<file path="config.mk">
export PLATFORM = sky130hd
export DESIGN_NAME = pau_top
export DESIGN_NICKNAME = d
export VERILOG_FILES = /design/src/pau_pkg.sv /design/src/pau_tick.sv /design/src/pau_timer.sv /design/src/pau_top.sv
export VERILOG_INCLUDE_DIRS = /design/src
export SDC_FILE = /design/constraint.sdc
export NUM_CORES = 1
export LEC_CHECK = 0
export BUFFER_PORTS_ARGS = -buffer_cell sky130_fd_sc_hd__buf_2
export CORE_ASPECT_RATIO = 1.1
export CORE_MARGIN = 3
export CORE_UTILIZATION = 45
export CTS_CLUSTER_DIAMETER = 200
export DETAILED_ROUTE_END_ITERATION = 8
export HOLD_SLACK_MARGIN = 0.06
export PLACE_DENSITY = 0.69
export SYNTH_ARGS = -nofsm -noshare
export SYNTH_HDL_FRONTEND = slang
export SYNTH_SLANG_ARGS = --single-unit
</file>
<file path="constraint.sdc">
create_clock -name clk_sys_in -period 5.7 [get_ports clk_sys_in]
set_input_delay 0.285 -clock clk_sys_in [delete_from_list [all_inputs] [get_ports clk_sys_in]]
set_output_delay 0.285 -clock clk_sys_in [all_outputs]
set_load 0.01 [all_outputs]
</file>
<file path="src/pau_regs.svh">
// Register offsets, reset values and timing counts of the alarm unit.
`ifndef PAU_REGS_SVH
`define PAU_REGS_SVH
`define PAU_A_CTRL      6'h00
`define PAU_A_STATUS    6'h01
`define PAU_A_IRQ_STAT  6'h02
`define PAU_A_IRQ_MASK  6'h03
`define PAU_A_BLOCK     6'h04
`define PAU_A_FN_BASE   6'h08
`define PAU_A_ASP_BASE  6'h0C
`define PAU_A_TMR_BASE  6'h10
`define PAU_CTRL_EN_BIT 0
`define PAU_RST_WORD    16'h0000
`define PAU_RST_NIB     4'h0
`define PAU_TIMER_MAX_S 13'h1964
`define PAU_TICK_TIME_NS  1000000000
`define PAU_CLK_PERIOD_NS 100
`define PAU_TICK_CYCLES (`PAU_TICK_TIME_NS / `PAU_CLK_PERIOD_NS)
`endif

</file>
<file path="src/pau_pkg.sv">
// Types shared by the alarm unit modules.
package pau_pkg;
   typedef enum logic [2:0] {
      PAU_FN_OFF,
      PAU_FN_SENSOR_BREAK,
      PAU_FN_PROFILE_EVENT,
      PAU_FN_MIN_ABS,
      PAU_FN_MAX_ABS,
      PAU_FN_DEV_BAND,
      PAU_FN_MIN_DEV,
      PAU_FN_MAX_DEV
   } pau_func_t;
   typedef enum logic [2:0] {
      PAU_TS_IDLE,
      PAU_TS_ON,
      PAU_TS_OFF,
      PAU_TS_HOLD,
      PAU_TS_DONE
   } pau_tstate_t;
endpackage

</file>
<file path="src/pau_tick.sv">
// One-second tick generator driven by the system clock.
module pau_tick #(
   parameter int TICK_CYCLES = 10
) (
   input  wire logic clk_sys_in,
   input  wire logic rst_n_in,
   output logic      tick_out
);
   localparam int CW = $clog2(TICK_CYCLES + 1);
   localparam logic [CW-1:0] LAST = CW'(TICK_CYCLES - 1);
   logic [CW-1:0] cnt_q;

   // Counts system cycles and pulses once per second.
   always_ff @(posedge clk_sys_in) begin
      if (!rst_n_in) begin
         cnt_q    <= '0;
         tick_out <= 1'b0;
      end else begin
         cnt_q    <= (cnt_q == LAST) ? '0 : cnt_q + CW'(1);
         tick_out <= (cnt_q == LAST);
      end
   end
endmodule

</file>
<file path="src/pau_timer.sv">
// Pulse, delay and intermittent shaping of one alarm output.
module pau_timer #(
   parameter int TW = 13
) (
   input  wire logic          clk_sys_in,
   input  wire logic          rst_n_in,
   input  wire logic          tick_in,
   input  wire logic          cond_in,
   input  wire logic [TW-1:0] t1_in,
   input  wire logic [TW-1:0] t2_in,
   output logic               out_out
);
   pau_pkg::pau_tstate_t state_q, state_d;
   logic [TW-1:0] cnt_q, cnt_d;
   wire [TW-1:0] cnt_inc = cnt_q + TW'(1);
   wire t1_set = (t1_in != '0);
   wire t2_set = (t2_in != '0);
   wire hit1   = tick_in && (cnt_inc == t1_in);
   wire hit2   = tick_in && (cnt_inc == t2_in);

   // Next state: phases advance on ticks, a dropped condition clears all.
   always_comb begin
      state_d = state_q;
      cnt_d   = tick_in ? cnt_inc : cnt_q;
      case (state_q)
         pau_pkg::PAU_TS_IDLE: begin
            cnt_d = '0;
            if (t1_set) begin
               state_d = pau_pkg::PAU_TS_ON;
            end else if (t2_set) begin
               state_d = pau_pkg::PAU_TS_OFF;
            end
         end
         pau_pkg::PAU_TS_ON: begin
            if (hit1) begin
               cnt_d   = '0;
               state_d = t2_set ? pau_pkg::PAU_TS_OFF
                                : pau_pkg::PAU_TS_DONE;
            end
         end
         pau_pkg::PAU_TS_OFF: begin
            if (hit2) begin
               cnt_d   = '0;
               state_d = t1_set ? pau_pkg::PAU_TS_ON
                                : pau_pkg::PAU_TS_HOLD;
            end
         end
         default: cnt_d = '0;
      endcase
      if (!cond_in) begin
         state_d = pau_pkg::PAU_TS_IDLE;
         cnt_d   = '0;
      end
   end

   always_ff @(posedge clk_sys_in) begin
      if (!rst_n_in) begin
         state_q <= pau_pkg::PAU_TS_IDLE;
         cnt_q   <= '0;
      end else begin
         state_q <= state_d;
         cnt_q   <= cnt_d;
      end
   end

   // Output is on in the on phase, the held delay, or plain follow mode,
   // and only while the condition holds, so a dropped alarm ends it at once.
   assign out_out = cond_in && ((state_q == pau_pkg::PAU_TS_ON)
                 || (state_q == pau_pkg::PAU_TS_HOLD)
                 || (!t1_set && !t2_set));
endmodule

</file>
<file path="src/pau_top.sv">
// Four-channel process alarm unit with register port and timers.
// Function
// - Four independent alarm channels with own settings.
// - Disabled channel never alarms or lights.
// - Sensor fault alarms on open, short, range.
// - Event function alarms on current segment event.
// - Minimum alarm when value below alarm setpoint.
// - Maximum alarm when value above alarm setpoint.
// - Band alarm outside, or inside when negative.
// - Max deviation: value above setpoint plus offset.
// - Channels one, two: two timers, zero follows.
// - First timer only: one pulse at onset.
// - Second only delays; both give intermittent.
// - Lamps show recognized condition, not timed output.
// - Initial blocking hides condition true at start.
// - Blocked alarm recovers after false then true.
// - Sensor fault function ignores initial blocking.
// - Stop input holds every alarm output off.
//
// Implementation choices: the register offsets and the strobed register port.
`include "pau_regs.svh"
module pau_top #(
   parameter int TICK_CYCLES = `PAU_TICK_CYCLES,
   parameter int DW          = 16,
   parameter int TW          = 13
) (
   input  wire logic                 clk_sys_in,
   input  wire logic                 rst_n_in,
   input  wire logic [5:0]           addr_in,
   input  wire logic [DW-1:0]        wr_data_in,
   input  wire logic                 wr_in,
   input  wire logic                 rd_in,
   output logic      [DW-1:0]        rd_data_out,
   input  wire logic signed [DW-1:0] pv_in,
   input  wire logic signed [DW-1:0] main_sp_in,
   input  wire logic                 sensor_err_in,
   input  wire logic [3:0]           profile_event_in,
   input  wire logic                 run_in,
   output logic      [3:0]           alarm_out,
   output logic      [3:0]           lamp_out,
   output logic                      irq_out
);
   localparam int NCH = 4;
   localparam int NTM = 2;

   // Evaluates one channel's raw alarm condition.
   function automatic logic eval_cond(
      input pau_pkg::pau_func_t fn,
      input logic signed [DW-1:0] pv,
      input logic signed [DW-1:0] sp,
      input logic signed [DW-1:0] asp,
      input logic err,
      input logic evt);
      logic signed [DW+1:0] hi;
      logic signed [DW+1:0] lo;
      logic signed [DW+1:0] v;
      logic c;
      hi = (DW+2)'(sp) + (DW+2)'(asp);
      lo = (DW+2)'(sp) - (DW+2)'(asp);
      v  = (DW+2)'(pv);
      case (fn)
         pau_pkg::PAU_FN_SENSOR_BREAK:  c = err;
         pau_pkg::PAU_FN_PROFILE_EVENT: c = evt;
         pau_pkg::PAU_FN_MIN_ABS:       c = pv < asp;
         pau_pkg::PAU_FN_MAX_ABS:       c = pv > asp;
         pau_pkg::PAU_FN_DEV_BAND: begin
            if (asp >= 0) begin
               c = (v < lo) || (v > hi);
            end else begin
               c = (v >= hi) && (v <= lo);
            end
         end
         pau_pkg::PAU_FN_MIN_DEV:       c = v < hi;
         pau_pkg::PAU_FN_MAX_DEV:       c = v > hi;
         default:                       c = 1'b0;
      endcase
      return c;
   endfunction

   // Limits a written timer value to the longest allowed time.
   function automatic logic [TW-1:0] clamp_time(
      input logic [DW-1:0] w);
      logic [TW-1:0] r;
      r = (w > DW'(`PAU_TIMER_MAX_S)) ? `PAU_TIMER_MAX_S : w[TW-1:0];
      return r;
   endfunction

   logic                     en_q;
   logic                     en_prev_q;
   logic [3:0]               blk_en_q;
   logic [3:0]               blocked_q;
   logic [3:0]               irq_stat_q;
   logic [3:0]               irq_mask_q;
   pau_pkg::pau_func_t       fn_q  [NCH];
   logic signed [DW-1:0]     asp_q [NCH];
   logic [TW-1:0]            t1_q  [NTM];
   logic [TW-1:0]            t2_q  [NTM];
   logic                     run_s1_q;
   logic                     run_s2_q;
   logic [DW-1:0]            rd_d;
   logic                     tick;
   logic [3:0]               cond_raw;
   logic [3:0]               timed;

   // Write decode of the register port.
   wire wr_ctrl  = wr_in && (addr_in == `PAU_A_CTRL);
   wire wr_istat = wr_in && (addr_in == `PAU_A_IRQ_STAT);
   wire wr_imask = wr_in && (addr_in == `PAU_A_IRQ_MASK);
   wire wr_block = wr_in && (addr_in == `PAU_A_BLOCK);
   wire wr_fn    = wr_in && (addr_in[5:2] == 4'(`PAU_A_FN_BASE >> 2));
   wire wr_asp   = wr_in && (addr_in[5:2] == 4'(`PAU_A_ASP_BASE >> 2));
   wire wr_tmr   = wr_in && (addr_in[5:2] == 4'(`PAU_A_TMR_BASE >> 2));
   wire [1:0] wch = addr_in[1:0];

   // Arming edge is the moment the initial blocking is judged.
   wire arm_edge = en_q && !en_prev_q;

   // Per-channel recognition, blocking and interrupt events.
   logic [3:0] block_now;
   logic [3:0] recog;
   logic [3:0] rise;
   logic [3:0] sensor_fn;
   always_comb begin
      for (int i = 0; i < NCH; i++) begin
         cond_raw[i]  = eval_cond(fn_q[i], pv_in, main_sp_in, asp_q[i],
                                  sensor_err_in, profile_event_in[i]);
         sensor_fn[i] = (fn_q[i] == pau_pkg::PAU_FN_SENSOR_BREAK);
         block_now[i] = arm_edge && blk_en_q[i] && cond_raw[i]
                     && !sensor_fn[i];
         recog[i]     = en_q && cond_raw[i]
                     && (sensor_fn[i]
                     || !(blocked_q[i] || block_now[i]));
         rise[i]      = recog[i] && !lamp_out[i];
      end
   end

   // Control register and its arming history.
   always_ff @(posedge clk_sys_in) begin
      if (!rst_n_in) begin
         en_q      <= 1'b0;
         en_prev_q <= 1'b0;
      end else begin
         en_prev_q <= en_q;
         if (wr_ctrl) begin
            en_q <= wr_data_in[`PAU_CTRL_EN_BIT];
         end
      end
   end

   // Blocking flags: set at arming, cleared once the condition drops.
   always_ff @(posedge clk_sys_in) begin
      if (!rst_n_in) begin
         blocked_q <= `PAU_RST_NIB;
      end else begin
         blocked_q <= (blocked_q & cond_raw & ~sensor_fn)
                    | block_now;
      end
   end

   // Interrupt status is sticky; a new event wins over a clear.
   always_ff @(posedge clk_sys_in) begin
      if (!rst_n_in) begin
         irq_stat_q <= `PAU_RST_NIB;
         irq_mask_q <= `PAU_RST_NIB;
         blk_en_q   <= `PAU_RST_NIB;
      end else begin
         irq_stat_q <= (irq_stat_q & ~(wr_istat ? wr_data_in[3:0]
                                                : 4'h0)) | rise;
         if (wr_imask) begin
            irq_mask_q <= wr_data_in[3:0];
         end
         if (wr_block) begin
            blk_en_q <= wr_data_in[3:0];
         end
      end
   end

   // Per-channel function and alarm setpoint settings.
   always_ff @(posedge clk_sys_in) begin
      if (!rst_n_in) begin
         for (int i = 0; i < NCH; i++) begin
            fn_q[i]  <= pau_pkg::PAU_FN_OFF;
            asp_q[i] <= `PAU_RST_WORD;
         end
      end else begin
         if (wr_fn) begin
            fn_q[wch] <= pau_pkg::pau_func_t'(wr_data_in[2:0]);
         end
         if (wr_asp) begin
            asp_q[wch] <= wr_data_in;
         end
      end
   end

   // Timer settings exist for the first two channels only.
   always_ff @(posedge clk_sys_in) begin
      if (!rst_n_in) begin
         for (int i = 0; i < NTM; i++) begin
            t1_q[i] <= '0;
            t2_q[i] <= '0;
         end
      end else if (wr_tmr && !wch[0]) begin
         t1_q[wch[1]] <= clamp_time(wr_data_in);
      end else if (wr_tmr && wch[0]) begin
         t2_q[wch[1]] <= clamp_time(wr_data_in);
      end
   end

   // Run input is a pin: two flip-flops before any use.
   always_ff @(posedge clk_sys_in) begin
      if (!rst_n_in) begin
         run_s1_q <= 1'b0;
         run_s2_q <= 1'b0;
      end else begin
         run_s1_q <= run_in;
         run_s2_q <= run_s1_q;
      end
   end

   pau_tick #(
      .TICK_CYCLES (TICK_CYCLES)
   ) u_tick (
      .clk_sys_in (clk_sys_in),
      .rst_n_in   (rst_n_in),
      .tick_out   (tick)
   );

   // Timed shaping on channels one and two; others follow directly.
   for (genvar g = 0; g < NTM; g++) begin : g_tmr
      pau_timer #(
         .TW (TW)
      ) u_timer (
         .clk_sys_in (clk_sys_in),
         .rst_n_in   (rst_n_in),
         .tick_in    (tick),
         .cond_in    (recog[g]),
         .t1_in      (t1_q[g]),
         .t2_in      (t2_q[g]),
         .out_out    (timed[g])
      );
   end
   assign timed[3:2] = recog[3:2];

   // Read selection.
   always_comb begin
      rd_d = '0;
      if (addr_in == `PAU_A_CTRL) begin
         rd_d[`PAU_CTRL_EN_BIT] = en_q;
      end else if (addr_in == `PAU_A_STATUS) begin
         rd_d[12:0] = {run_s2_q, blocked_q, alarm_out, lamp_out};
      end else if (addr_in == `PAU_A_IRQ_STAT) begin
         rd_d[3:0] = irq_stat_q;
      end else if (addr_in == `PAU_A_IRQ_MASK) begin
         rd_d[3:0] = irq_mask_q;
      end else if (addr_in == `PAU_A_BLOCK) begin
         rd_d[3:0] = blk_en_q;
      end else if (addr_in[5:2] == 4'(`PAU_A_FN_BASE >> 2)) begin
         rd_d[2:0] = fn_q[wch];
      end else if (addr_in[5:2] == 4'(`PAU_A_ASP_BASE >> 2)) begin
         rd_d = asp_q[wch];
      end else if (addr_in[5:2] == 4'(`PAU_A_TMR_BASE >> 2)) begin
         rd_d[TW-1:0] = wch[0] ? t2_q[wch[1]] : t1_q[wch[1]];
      end
   end

   // Registered outputs: lamps, gated alarms, interrupt, read data.
   always_ff @(posedge clk_sys_in) begin
      if (!rst_n_in) begin
         lamp_out    <= `PAU_RST_NIB;
         alarm_out   <= `PAU_RST_NIB;
         irq_out     <= 1'b0;
         rd_data_out <= '0;
      end else begin
         lamp_out    <= recog;
         alarm_out   <= run_s2_q ? timed : 4'h0;
         irq_out     <= |(irq_stat_q & irq_mask_q);
         rd_data_out <= rd_in ? rd_d : '0;
      end
   end
endmodule

</file>
Yosys cells after proc, flatten, opt, wreduce, memory -nomap -nowiden
Memory sizes are Yosys's and may differ from the RTL's.
Index checks and enable logic that the tools add are counted.
- memories kept: 4
- output and inout port bits: 25
- word-level logic and storage cells: 306
- register bits: 102
- memory bits (writable): 128
- bitwise gates (word level): 11
- reductions and logical operators: 103
- eq/ne operators: 52
- muxes and demuxes: 72
- add/subtract/negate cells: 11
- magnitude comparators: 33
- memory list (name ; depth ; width ; rd ports ; clocked after memory_dff ; write ports ; RTL line ; text):
    asp_q ; 4 ; 16 ; 5 ; 0 ; 4 ; pau_top.sv:95 ; logic signed [DW-1:0] asp_q [NCH];
    t1_q ; 2 ; 13 ; 3 ; 0 ; 2 ; pau_top.sv:96 ; logic [TW-1:0] t1_q [NTM];
    t2_q ; 2 ; 13 ; 3 ; 0 ; 2 ; pau_top.sv:97 ; logic [TW-1:0] t2_q [NTM];
    fn_q ; 4 ; 3 ; 5 ; 0 ; 4 ; pau_top.sv:94 ; pau_pkg::pau_func_t fn_q [NCH];
- operators with widths (kind ; count):
    13-bit two-way mux ; 14
    16-bit by 17-bit < comparator with 1-bit output ; 8
    16-bit by 16-bit adder with 17-bit output ; 4
    16-bit by 17-bit greater-or-equal comparator with 1-bit output ; 4
    16-bit by 17-bit > comparator with 1-bit output ; 4
    16-bit by 17-bit less-or-equal comparator with 1-bit output ; 4
    16-bit by 16-bit subtractor with 17-bit output ; 4
    16-bit by 1-bit greater-or-equal comparator with 1-bit output, second input constant ; 4
    16-bit > comparator ; 4
    16-bit < comparator ; 4
    13-bit == test ; 4
    13-bit one-hot mux with 2 select lines ; 2
    13-bit nonzero test ; 4
    3-bit == test, second input constant ; 16
    1-bit logical AND ; 46
    3-bit by 2-bit == test with 1-bit output, second input constant ; 12
    3-bit two-way mux ; 12
    1-bit one-hot mux with 7 select lines ; 4
    9-bit two-way mux ; 3
    13-bit by 1-bit adder with 13-bit output, second input constant ; 2
    13-bit OR reduction ; 2
    1-bit two-way mux ; 25
    24-bit by 1-bit adder with 24-bit output, second input constant ; 1
    24-bit == test, second input constant ; 1
    other kinds (30) ; 94

Depth between registers and ports, before layout
Gate-level depths: netlist of the first run.
An unclocked memory read counts as a cell.
- depth after elaboration: 14
- depth in mapped cells: 22

By module
Synthesis of the first run repeated with hierarchy kept, for this count alone.
- cells, all modules: 2586
- area, all modules: 22656.7 um2
- by module, submodules not included (module ; area an instance (um2) ; sequential area each (um2) ; instances ; cells each):
    pau_top ; 18272.5 ; 4744.6 ; 1 ; 2071
    pau_timer ; 1620.3 ; 320.3 ; 2 ; 192
    pau_tick ; 1143.6 ; 500.5 ; 1 ; 131

Least setup slack after synthesis of the first run
OpenSTA, ideal clock, no wires.
- path type: input to register
- start point: input main_sp_in[1]
- end point: register alarm_out[2]
- library setup time: 0.086 ns
- data arrival time: 4.572 ns
- setup slack: 1.042 ns
- cell stages on the path: 19
- required time: 5.614 ns
- path through: inv_1 -> fa_1 -> o21ba_2 -> o21bai_1 -> a21oi_1 -> o31ai_1 -> a2111oi_0 -> o21ai_0 -> a31oi_1 -> xnor2_1 -> ha_1 -> a21o_1 -> a2111o_1 -> o21bai_1 -> o41ai_1 -> a21oi_1 -> a211oi_1 -> o21ai_0 -> a211oi_1
- cells in the longest elaborated chain, start to end: 11
- ends and longest elaborated chain (element ; RTL line ; text):
    start, declared ; pau_top.sv:35 ; input wire logic signed [DW-1:0] main_sp_in,
    16-bit by 16-bit adder with 17-bit output / 16-bit by 16-bit subtractor with 17-bit output (equally long branches) ; pau_top.sv:58, pau_top.sv:59 ;
    16-bit by 17-bit greater-or-equal comparator with 1-bit output (tied with other cells) ; pau_top.sv:70 ; c = (v >= hi) && (v <= lo);
    1-bit logical AND / 1-bit logical OR (equally long branches) ; pau_top.sv:70, pau_top.sv:68 ;
    1-bit two-way mux ; pau_top.sv:67 ; if (asp >= 0) begin
    1-bit one-hot mux with 7 select lines * ; pau_top.sv:61 ; case (fn)
    1-bit logical AND ; pau_top.sv:128 ; block_now[i] = arm_edge && blk_en_q[i] && cond_raw[i]
    1-bit logical AND ; pau_top.sv:129 ; && !sensor_fn[i];
    1-bit logical OR ; pau_top.sv:132 ; || !(blocked_q[i] || block_now[i]));
    1-bit zero test ; pau_top.sv:132 ;
    1-bit logical OR ; pau_top.sv:132 ;
    1-bit logical AND * ; pau_top.sv:131 ; && (sensor_fn[i]
    end signal, assigned ; pau_top.sv:270 ; alarm_out <= `PAU_RST_NIB;
    end signal, assigned ; pau_top.sv:275 ; alarm_out <= run_s2_q ? timed : 4'h0;
    end, declared ; pau_top.sv:39 ; output logic [3:0] alarm_out,
Every way passes the cells marked *; elsewhere a longest branch is shown, timed or not.
A chain may end at the register's enable or synchronous reset.

==> results by group, run 1 <==
Run status
  • Status: completed

STA
  • Max Clk Rate: 0.187 GHz
  • Final setup fails: 0
  • Least-Margin Pin Slew: 1.06 ns
  • Worst Skew: 0.0182 ns
  • Final slew viol count: 0
  • Final Cycle Share: 93.6%
  • Final setup margin: 0.363 ns
  • Rel. slew slack: 29.4%
  • Hold Vio Cnt, Final: 0
  • Crit path time final: 5.34 ns

Synthesis
  • Post-synth cell types: 99
  • Synth area leaders: ha_1 18%, edfxtp_1 17%, dfxtp_1 8.9%
  • Yosys reg bits: 230
  • Post-Synthesis Cells: 2643
  • Syn_nets: 3046
  • Register area share after synthesis: 25.8%
  • Largest area contributor in the netlist: ha_1
  • Post-Syn Area: 22800 sq um
  • Asr flop ratio synth: 0%
  • Post-synth EDFFs: 128
  • Syn_area_per_cell: 8.64 sq um
  • Yosys warns: 0
  • Top_reg_cell synth: edfxtp_1
  • Top cell type's share of synthesized area: 18.1%

Setup path
  • CP Data Required Time: 6.09 ns
  • Crit start category: flop
  • Worst Reg-to-Reg Cells: 21
  • Critical Path Sink Type: flop
  • Crit Path Max Fanout: 4
  • Setup Crit Path Kind: flop to flop
  • RR Startpoint: asp_q[3][0]
  • Critical Path Source: asp_q[3][0]
  • Critical Path AT: 5.72 ns

Cells and area
  • Commonest non-fill, non-tap cell in the layout: ha_1
  • Fin util: 49.7%
  • # nets final: 3069
  • Share of layout cells above drive strength 1: 8.80%
  • P&R area growth vs syn: 7.77%
  • Most frequent cells in the layout: 331 x ha_1, 225 x nor2_1, 193 x inv_1
  • Final Non-Filler Cells: 3334

Global route
  • Largest net degree at the start of global routing: 46
  • Gr ovfl total: 0
  • Wire length of the first global-routing pass: 118000 um
  • GRT Total Usage: 27.6%
  • Initial antenna violation count: 1
  • Busiest grt layer: met2
  • Number of global-route vias before repair: 20400
  • M1 GR Usage: 37.0%
  • M2 GR Usage: 45.1%
  • Global-route met3 utilization: 4.27%

Place
  • Port-buffer cells: 88
  • Setup Slack @ Placement: 0.195 ns
  • Placed cells: 3291
  • Post-DP HPWL: 60600 um
  • GP Congestion: 0.960

Die
  • Core ar.: 49600 sq um
  • Ports: 89
  • Die H: 242 um
  • Initial core utilization: 46.1%
  • Die X: 221 um
  • Cell Rows: 85
  • Die area: 53500 sq um

Power
  • PwrDens: 215 nW/um^2
  • Pleak: 10.1 nW
  • Tot Pwr: 0.00529 W
  • Max rail drop VDD: 0.256 mV

Routing
  • Drt total wl: 77900 um
  • DRT antenna net count: 0
  • Routed len/inst: 23.4 um
  • 1st-iter DRT viols: 2102
  • Vias: 21100
  • # DRC: 0
  • Routed vias/inst: 6.33
  • First-pass DRT Iterations: 6

Worst hold path
  • Worst Hold Depth: 3
  • Worst Hold Class: input pin to flop
  • Worst Min Path Start: wr_data_in[14]

Clocking
  • Clk_lat worst skew: 0.52 ns
  • Clk buf depth: 3
  • Cts bufs inserted: 22
  • Htree depth: 1
  • Clock transition at path regs: 0.06 ns
  • CTS tree: yes
  • Root Buffer: clkbuf_16
  • Clock Sinks: 230

Job
  • Max Cap Viol: 0
==> state kept, by name, summed over array words and instances (netlist names), 6 cells and up <==
signal,flops
asp_q,64
g_tmr.u_timer.cnt_q,26
t1_q,26
t2_q,26
u_tick.cnt_q,24
rd_data_out,16
fn_q,12
g_tmr.u_timer.state_q,6
==> cell usage after synthesis, types with 14 or more instances <==
master,count
ha_1,331
nor2_1,225
inv_1,191
nand2_1,178
a21oi_1,162
xnor2_1,133
edfxtp_1,128
dfxtp_1,102
nand3_1,101
o21ai_0,96
nor3_1,90
clkbuf_1,76
nand4_1,59
and3_1,54
nor2b_1,52
xor2_1,48
nand2b_1,44
nor4_1,42
a31oi_1,40
a21o_1,32
mux4_2,32
a211oi_1,24
or3_1,22
buf_2,21
a22oi_1,20
nor3b_1,18
o21bai_1,18
mux2i_1,17
o21a_1,17
o211ai_1,15
and2_1,14
==> layer usage <==
metal / routed length, um / up-vias
met5: 0 / -
met2: 35000 / 1047
met4: 3390 / 0
li1: - / 9744
met3: 7710 / 200
met1: 31800 / 10100
==> kinds of logic (layout without fill, tap and decap cells) <==
logic type	Yosys count	count (layout)	synth area share (%)
fa+ha+maj	339	339	18.8
mux	51	51	4.00
other cells	0	1	0
compound gates	567	567	16.6
xor+xnor	185	185	7.33
flops	230	230	25.8
simple gates	971	971	22.3
buf+inv	300	338	5.18
==> what timing repair did <==
item,CTS,global route
hold endpoints to repair,2,0
hold buffers,2,0
gates resized for setup,0,6
endpoints found under the setup margin,0,28
buffers inserted,0,1
==> power breakdown <==
group | switching, W | leakage [nW] | total [W] | internal, W
combinational | 0.00107 | 7.71 | 0.00180 | 0.000729
sequential | 0.0000993 | 2.04 | 0.00190 | 0.00180
clock | 0.000656 | 0.381 | 0.00159 | 0.000933
total | 0.00183 | 10.1 | 0.00529 | 0.00347
==> through the flow <==
stage / area, sq um / setup TNS (ns) / hold slack [ns]
2_1_floorplan: 22800 / 0 / 0.412
3_3_place_gp: 23800 / 0 / 0.415
3_5_place_dp: 23800 / 0 / 0.419
4_1_cts: 24600 / 0 / 0.157
5_1_grt: 24600 / -0.000956 / 0.184
6_report: 24600 / 0 / 0.169
==> area by class of cell <==
type,instances,area (sq um)
Clock inverter,13,175
Sequential cell,230,5890
Timing Repair Buffer,107,601
Tap cell,652,816
Multi-Input combinational cell,2113,15800
Inverter,192,721
Fill cell,4795,24900
Antenna cell,1,2.50
Clock buffer,26,597
==> final timing paths <==
kind,end,slack [ns]
worst max-delay path,irq_stat_q[3],0.36
worst min-delay path,asp_q[3][14],0.17
worst max register to register,irq_stat_q[3],0.36
worst min register to register,run_s2_q,0.43
==> worst max-delay path, stage by stage (launching register included) <==
cell and delay, ns:
edfxtp_1 0.41, ha_1 0.20, inv_1 0.06, fa_1 0.40
o21ba_2 0.23, o21bai_1 0.20, a21oi_1 0.13, o31ai_1 0.32
a311oi_1 0.22, o21ai_0 0.27, a31oi_1 0.15, xnor2_1 0.19
ha_1 0.27, a21o_1 0.18, a2111oi_0 0.51, nor2_1 0.11
o31ai_1 0.49, nor3_1 0.10, nor4_1 0.34, o31a_1 0.25
buf_12 0.14, o41ai_1 0.07
Note: power is estimated with default switching activity, not from simulation.
==> run 2: changes to the inputs <==
Clock period 5.7 ns to 5.15 ns, I/O delays scaled along.
==> run 2 against run 1 <==
  * Sequential power is 11% higher
  * Non-clock buffer count rose by 54
  * Final area rose by 2.7%
  * Utilization is 1.3 points higher
  * Power grew 14%
  * Critical path depth rose by 2
  * Sequential cell count unchanged
  * Sequential share of layout area down 0.62 points
  * Wire length grew 3.9%
  * Critical path type unchanged
  * Largest cell class unchanged
  * Highest routed layer is now met5
==> results by group, run 2 (synthesis gave the netlist of run 1 again) <==
Run status
  • Status: completed

Worst hold path
  • Worst Hold Class: input pin to flop

Global route
  • Largest net degree at the start of global routing: 46 (unchanged)
  • Gr ovfl total: 0 (unchanged)
  • M2 GR Usage: 47.1% (+2.0 points)
  • Busiest grt layer: met2
  • GRT Total Usage: 28.6% (+0.96 points)
  • M1 GR Usage: 37.2% (+0.25 points)
  • Global-route met3 utilization: 4.77% (+0.51 points)
  • Number of global-route vias before repair: 20700 (+1.6%)
  • Wire length of the first global-routing pass: 121000 um (+3.0%)
  • Initial antenna violation count: 2 (+1)

Cells and area
  • Fillcell total: 4714 (-1.7%)
  • Most frequent cells in the layout: 329 x ha_1, 225 x nor2_1, 191 x inv_1
  • Top reg by flops: asp_q
  • P&R area growth vs syn: 10.6%
  • Post-route cell area: 25300 sq um (+2.7%)
  • # nets final: 3125 (+1.8%)
  • Share of layout cells above drive strength 1: 12.0% (+3.2 points)
  • Area of the multi-input gates: 16000 sq um (+1.1%)
  • Fin util: 51.0% (+1.3 points)
  • Commonest non-fill, non-tap cell in the layout: ha_1
  • Reg area: 5890 sq um (unchanged)
  • Max reg flops: 64 (unchanged)

STA
  • Crit path time final: 5.01 ns (-0.325 ns)
  • Least-Margin Pin Slew: 1.16 ns (+0.104 ns)
  • Max Clk Rate: 0.200 GHz (+6.5%)
  • Hold Vio Cnt, Final: 0 (unchanged)
  • Worst Skew: 0.0131 ns (-0.00505 ns)
  • Rel. slew slack: 22.3% (-7.1 points)
  • Final Cycle Share: 97.3% (+3.7 points)
  • Final slew viol count: 0 (unchanged)
  • Final setup TNS: 0 ns (unchanged)
  • Final setup fails: 0 (unchanged)

Routing
  • DRT antenna net count: 0 (unchanged)
  • Routed len/inst: 23.9 um (+2.1%)
  • Vias: 21500 (+1.7%)
  • First-pass DRT Iterations: 6 (unchanged)
  • Routed vias/inst: 6.33 (about the same)
  • 1st-iter DRT viols: 2133 (+1.5%)
  • # DRC: 0 (unchanged)
  • Drt total wl: 80900 um (+3.9%)

Clocking
  • Clock transition at path regs: 0.07 ns (about the same)
  • Clk_lat worst skew: 0.54 ns (+0.02 ns)
  • Clk buf depth: 3 (unchanged)
  • Htree depth: 1 (unchanged)
  • Root Buffer: clkbuf_16
  • CTS tree: yes
  • Cts bufs inserted: 24 (+9.1%)
  • Clock Sinks: 230 (unchanged)

Setup path
  • CP Data Required Time: 5.59 ns (-0.50 ns)
  • Crit start category: flop
  • CP max stage delay: 0.37 ns (-0.14 ns)
  • Crit Path Max Fanout: 10 (+6)
  • Setup Crit Path Kind: flop to flop
  • Slowest cell on the critical path: edfxtp_1
  • Critical Path Most Common Cell: a21oi_1
  • Critical Path AT: 5.45 ns (-0.27 ns)
  • Critical Path Sink Type: flop
  • Worst-path cell chain: ha_2 > inv_1 > fa_2 > o21ba_2 > o21bai_2 > a21oi_1 > o31ai_2 > a311oi_2 > o21ai_0 > a21oi_1 > xnor2_1 > ha_1 > nand4_1 > nor4_2 > buf_4 > a21oi_1 > and3_1 > a2111oi_2 > a41o_1 > a211oi_4 > buf_4 > buf_12 > nor4_2

Power
  • Pleak: 10.4 nW (+3.2%)
  • Max rail drop VDD: 0.289 mV (+13%)
  • PwrDens: 238 nW/um^2 (+11%)
  • Tot Pwr: 0.00602 W (+14%)

Die
  • Core ar.: 49600 sq um (unchanged)
  • Die H: 242 um (unchanged)
  • Die X: 221 um (unchanged)
  • Cell Rows: 85 (unchanged)
  • Initial core utilization: 46.1% (unchanged)
  • Ports: 89 (unchanged)
  • Die area: 53500 sq um (unchanged)

Place
  • GP Congestion: 1.01 (+4.9%)
  • Post-DP HPWL: 62700 um (+3.4%)
  • Placed cell area: 24100 sq um (+1.4%)
  • Port-buffer cells: 88 (unchanged)

Job
  • Max Cap Viol: 0 (unchanged)
run 2: cell count changes in the layout (fill, tap and decap cells not counted), sizes merged:
cell,previous run,this run
buf,105,158
clkbuf,26,33
bufinv,4,1
clkinv,5,8
clkinvlp,2,1
run 2: cell type report:
| class | count | area share, % |
|---|---|---|
| Inverter | 192 | 2.85 |
| Clock inverter | 12 | 0.431 |
| Timing Repair Buffer | 161 | 4.11 |
| Antenna cell | 1 | 0.00990 |
| Sequential cell | 230 | 23.3 |
| Multi-Input combinational cell | 2113 | 63.3 |
| Clock buffer | 32 | 2.79 |
| Tap cell | 652 | 3.23 |
run 2: repair_timing:
action                     in CTS  in global routing
gates cloned                    0                  2
hold buffers                    2                  0
resized for setup               2                 47
buffers inserted                0                 12
hold endpoints to repair        2                  0
setup endpoints to repair      19                 48
pin swaps                       0                 19
run 2: per-stage QoR:
step / hold WS (ns) / std cells / setup slack [ns]
final: 0.132 / 3393 / 0.138
after global routing: 0.133 / 3392 / -0.109
after CTS: 0.101 / 3378 / 0.0451
after detailed placement: 0.432 / 3332 / -0.188
after global placement: 0.416 / 3332 / -0.0817
after floorplan: 0.385 / 2643 / 0.520
run 2: path summary, 6_finish.rpt:
| check | slack (ns) | end | depth (start not counted) | startpoint |
|---|---|---|---|---|
| hold / removal | 0.13 | blk_en_q[2] | 3 | wr_data_in[2] |
| setup reg to reg | 0.14 | g_tmr[0].u_timer.cnt_q[6] | 23 | asp_q[0][0] |
| hold reg to reg | 0.44 | run_s2_q | 1 | run_s1_q |
| setup / recovery | 0.14 | g_tmr[0].u_timer.cnt_q[6] | 23 | asp_q[0][0] |
run 2: layer usage:
layer,vias up,share of wire [%]
met5,-,0.096
met4,4,5.0
met3,232,9.4
met2,1094,45
met1,10300,40
li1,9865,-
run 2: worst max-delay path: cells and delay by family (launching register included):
family | cells | cell delay [ns]
AO/OA/AOI/OAI | 11 | 1.96
AND/OR/NAND/NOR | 4 | 1.02
adder cells (fa/ha/maj) | 3 | 0.87
buffers and inverters | 4 | 0.54
flip-flops | 1 | 0.37
XOR/XNOR | 1 | 0.13
run 2: power breakdown:
| group | internal [W] | total (W) | switching [W] |
|---|---|---|---|
| clock network | 0.00103 | 0.00181 | 0.000786 |
| registers | 0.00200 | 0.00210 | 0.000101 |
| logic | 0.000872 | 0.00211 | 0.00124 |
==> run 3: changes to the inputs <==
Settings changed: SETUP_SLACK_MARGIN from default to 0.4.
==> run 3 against run 2 <==
  * Non-clock buffer count is 28 higher
  * Worst hold slack worse by 0.0060 ns
  * Maximum frequency is 3.5% higher
  * Via count increased by 1.2%
  * Wire length is 1.3% higher
  * Setup slack gained 0.17 ns
  * Critical path depth up 4
  * Die area is the same
  * Global-route usage increased by 0.36 points
  * Clock power about the same
  * Final area is 3.0% higher
  * Utilization increased by 1.6 points
  * Critical path type unchanged
  * Largest cell class unchanged
  * Highest routed layer unchanged
==> results by group, run 3 (synthesis gave the netlist of run 1 again) <==
Die
  • Core ar.: 49600 sq um (unchanged)
  • Die X: 221 um (unchanged)
  • Ports: 89 (unchanged)
  • Die H: 242 um (unchanged)
  • Cell Rows: 85 (unchanged)
  • Initial core utilization: 46.1% (unchanged)
  • Die area: 53500 sq um (unchanged)

Cells and area
  • Commonest non-fill, non-tap cell in the layout: ha_1
  • Max reg flops: 64 (unchanged)
  • Post-route cell area: 26000 sq um (+3.0%)
  • # nets final: 3153 (+0.90%)
  • Most frequent cells in the layout: 322 x ha_1, 225 x nor2_1, 187 x inv_1
  • Share of layout cells above drive strength 1: 15.0% (+2.9 points)
  • P&R area growth vs syn: 14.0%
  • Top reg by flops: asp_q

Place
  • GP Congestion: 1.01 (unchanged)
  • Port-buffer cells: 88 (unchanged)
  • Placed cell area: 24100 sq um (unchanged)
  • Setup Slack @ Placement: -0.188 ns (unchanged)
  • Post-DP HPWL: 62700 um (unchanged)

STA
  • Final slew viol count: 0 (unchanged)
  • Least-Margin Pin Slew: 1.20 ns (+0.0343 ns)
  • Final setup fails: 0 (unchanged)
  • Final setup margin: 0.305 ns (+0.168 ns)
  • Hold Vio Cnt, Final: 0 (unchanged)
  • Crit path time final: 4.84 ns (-0.168 ns)
  • Fin Hold WS: 0.126 ns (-0.00604 ns)
  • RSZ-0062 raised after global routing: yes
  • Final Cycle Share: 94.1% (-3.3 points)
  • Worst Skew: 0.0121 ns (-0.00101 ns)
  • Rel. slew slack: 20.0% (-2.3 points)
  • Max Clk Rate: 0.206 GHz (+3.5%)

Setup path
  • Crit start category: flop
  • CP Data Required Time: 5.53 ns (-0.06 ns)
  • Crit Path Max Fanout: 5 (-5)
  • Critical Path AT: 5.23 ns (-0.22 ns)
  • Critical Path Sink Type: flop
  • Setup Crit Path Kind: flop to flop

Clocking
  • Cts bufs inserted: 24 (unchanged)
  • Root Buffer: clkbuf_16
  • Htree depth: 1 (unchanged)
  • Clk buf depth: 3 (unchanged)
  • Clk_lat worst skew: 0.54 ns (about the same)
  • Clock Sinks: 230 (unchanged)
  • CTS tree: yes
  • Clock transition at path regs: 0.07 ns (about the same)

Job
  • Max Cap Viol: 0 (unchanged)

Global route
  • Gr ovfl total: 0 (unchanged)
  • Largest net degree at the start of global routing: 46 (unchanged)
  • Wire length of the first global-routing pass: 123000 um (+1.3%)
  • Number of global-route vias before repair: 20900 (+1.2%)
  • GRT Total Usage: 28.9% (+0.36 points)
  • Initial antenna violation count: 2 (unchanged)

Power
  • Combinational share of power: 36.7% (+1.7 points)
  • Max rail drop VDD: 0.289 mV (about the same)
  • P_int: 0.00398 W (+2.2%)
  • Clock power share: 29.3% (-0.8 points)
  • P_sw: 0.00219 W (+2.9%)
  • PwrDens: 237 nW/um^2 (-0.57%)
  • Sw frac: 35.4% (+0.15 points)
  • Pleak: 10.7 nW (+2.8%)
  • Seq pwr share: 34.0% (-0.9 points)

Worst hold path
  • Worst Hold Class: input pin to flop

Routing
  • # DRC: 0 (unchanged)
  • Routed len/inst: 24.0 um (+0.43%)
  • Drt total wl: 82000 um (+1.3%)
  • DRT antenna net count: 0 (unchanged)
  • Routed vias/inst: 6.35 (+0.33%)
  • 1st-iter DRT viols: 2001 (-6.2%)
  • First-pass DRT Iterations: 5 (-1)
  • Vias: 21700 (+1.2%)

Run status
  • Status: completed
## run 3: repair_timing
action | 4_1_cts | 5_1_grt
setup buffers | 22 | 17
resized for setup | 77 | 75
hold endpoints to repair | 2 | 0
endpoints found under the setup margin | 48 | 48
pin swaps | 38 | 55
hold buffers | 2 | 0
gates cloned | 2 | 1
## run 3: power groups by stage
| stage | clock network, W | registers (W) | logic, W |
|---|---|---|---|
| final | 0.00181 | 0.00210 | 0.00226 |
| after detailed placement | 0 | 0.00213 | 0.00198 |
| after global routing | 0.00188 | 0.00210 | 0.00246 |
| after floorplan | 0 | 0.00208 | 0.00139 |
| after global placement | 0 | 0.00213 | 0.00194 |
| after CTS | 0.00182 | 0.00209 | 0.00211 |
## run 3: layout make-up
cell class	count	area, sq um
fill	4628	23500
multi-input combinational	2113	16500
sequential	230	5890
timing repair buffer	189	1320
tap	652	816
inverter	192	723
clock buffer	32	706
clock inverter	12	109
antenna	2	5.00
## run 3: per-stage QoR
stage               utilization (%)  std cells  total power, W  setup TNS, ns
CTS                            51.4       3402         0.00602              0
detailed placement             48.7       3332         0.00412          -1.85
floorplan                         -       2643         0.00347              0
finish                         52.5       3422         0.00617              0
global placement               48.7       3332         0.00407        -0.0961
global route                   52.5       3420         0.00644              0
## run 3: worst paths after layout
check,startpoint,to,slack (ns),depth (start not counted)
hold reg to reg,run_s1_q,run_s2_q,0.44,1
setup reg to reg,asp_q[0][0],g_tmr[0].u_timer.cnt_q[1],0.31,27
hold / removal,wr_data_in[2],blk_en_q[2],0.13,3
setup / recovery,asp_q[0][0],g_tmr[0].u_timer.cnt_q[1],0.31,27
## run 3: worst max-delay path: stages (launching register included)
cell	delay [ns]
edfxtp_1	0.47
ha_4	0.22
inv_2	0.05
fa_2	0.20
o21ba_4	0.15
o21bai_4	0.08
buf_6	0.13
buf_4	0.11
buf_4	0.12
buf_6	0.11
buf_4	0.12
buf_4	0.12
buf_6	0.10
buf_6	0.10
buf_6	0.10
buf_6	0.11
xnor2_4	0.14
ha_4	0.27
nand4_1	0.15
nor4_2	0.33
nand2_1	0.11
nand2_1	0.09
or3b_1	0.34
a32o_2	0.29
a211oi_4	0.21
buf_6	0.20
clkbuf_16	0.18
nor4_1	0.05
## run 3: layer usage
metal  track usage [%]  share of wire (%)  vias to the layer above
met5                 0              0.016                        -
met4              12.1                4.6                        2
met3              4.90                9.2                      219
met2              48.0                 46                     1136
met1              37.4                 40                    10500
li1                  -                  -                     9917
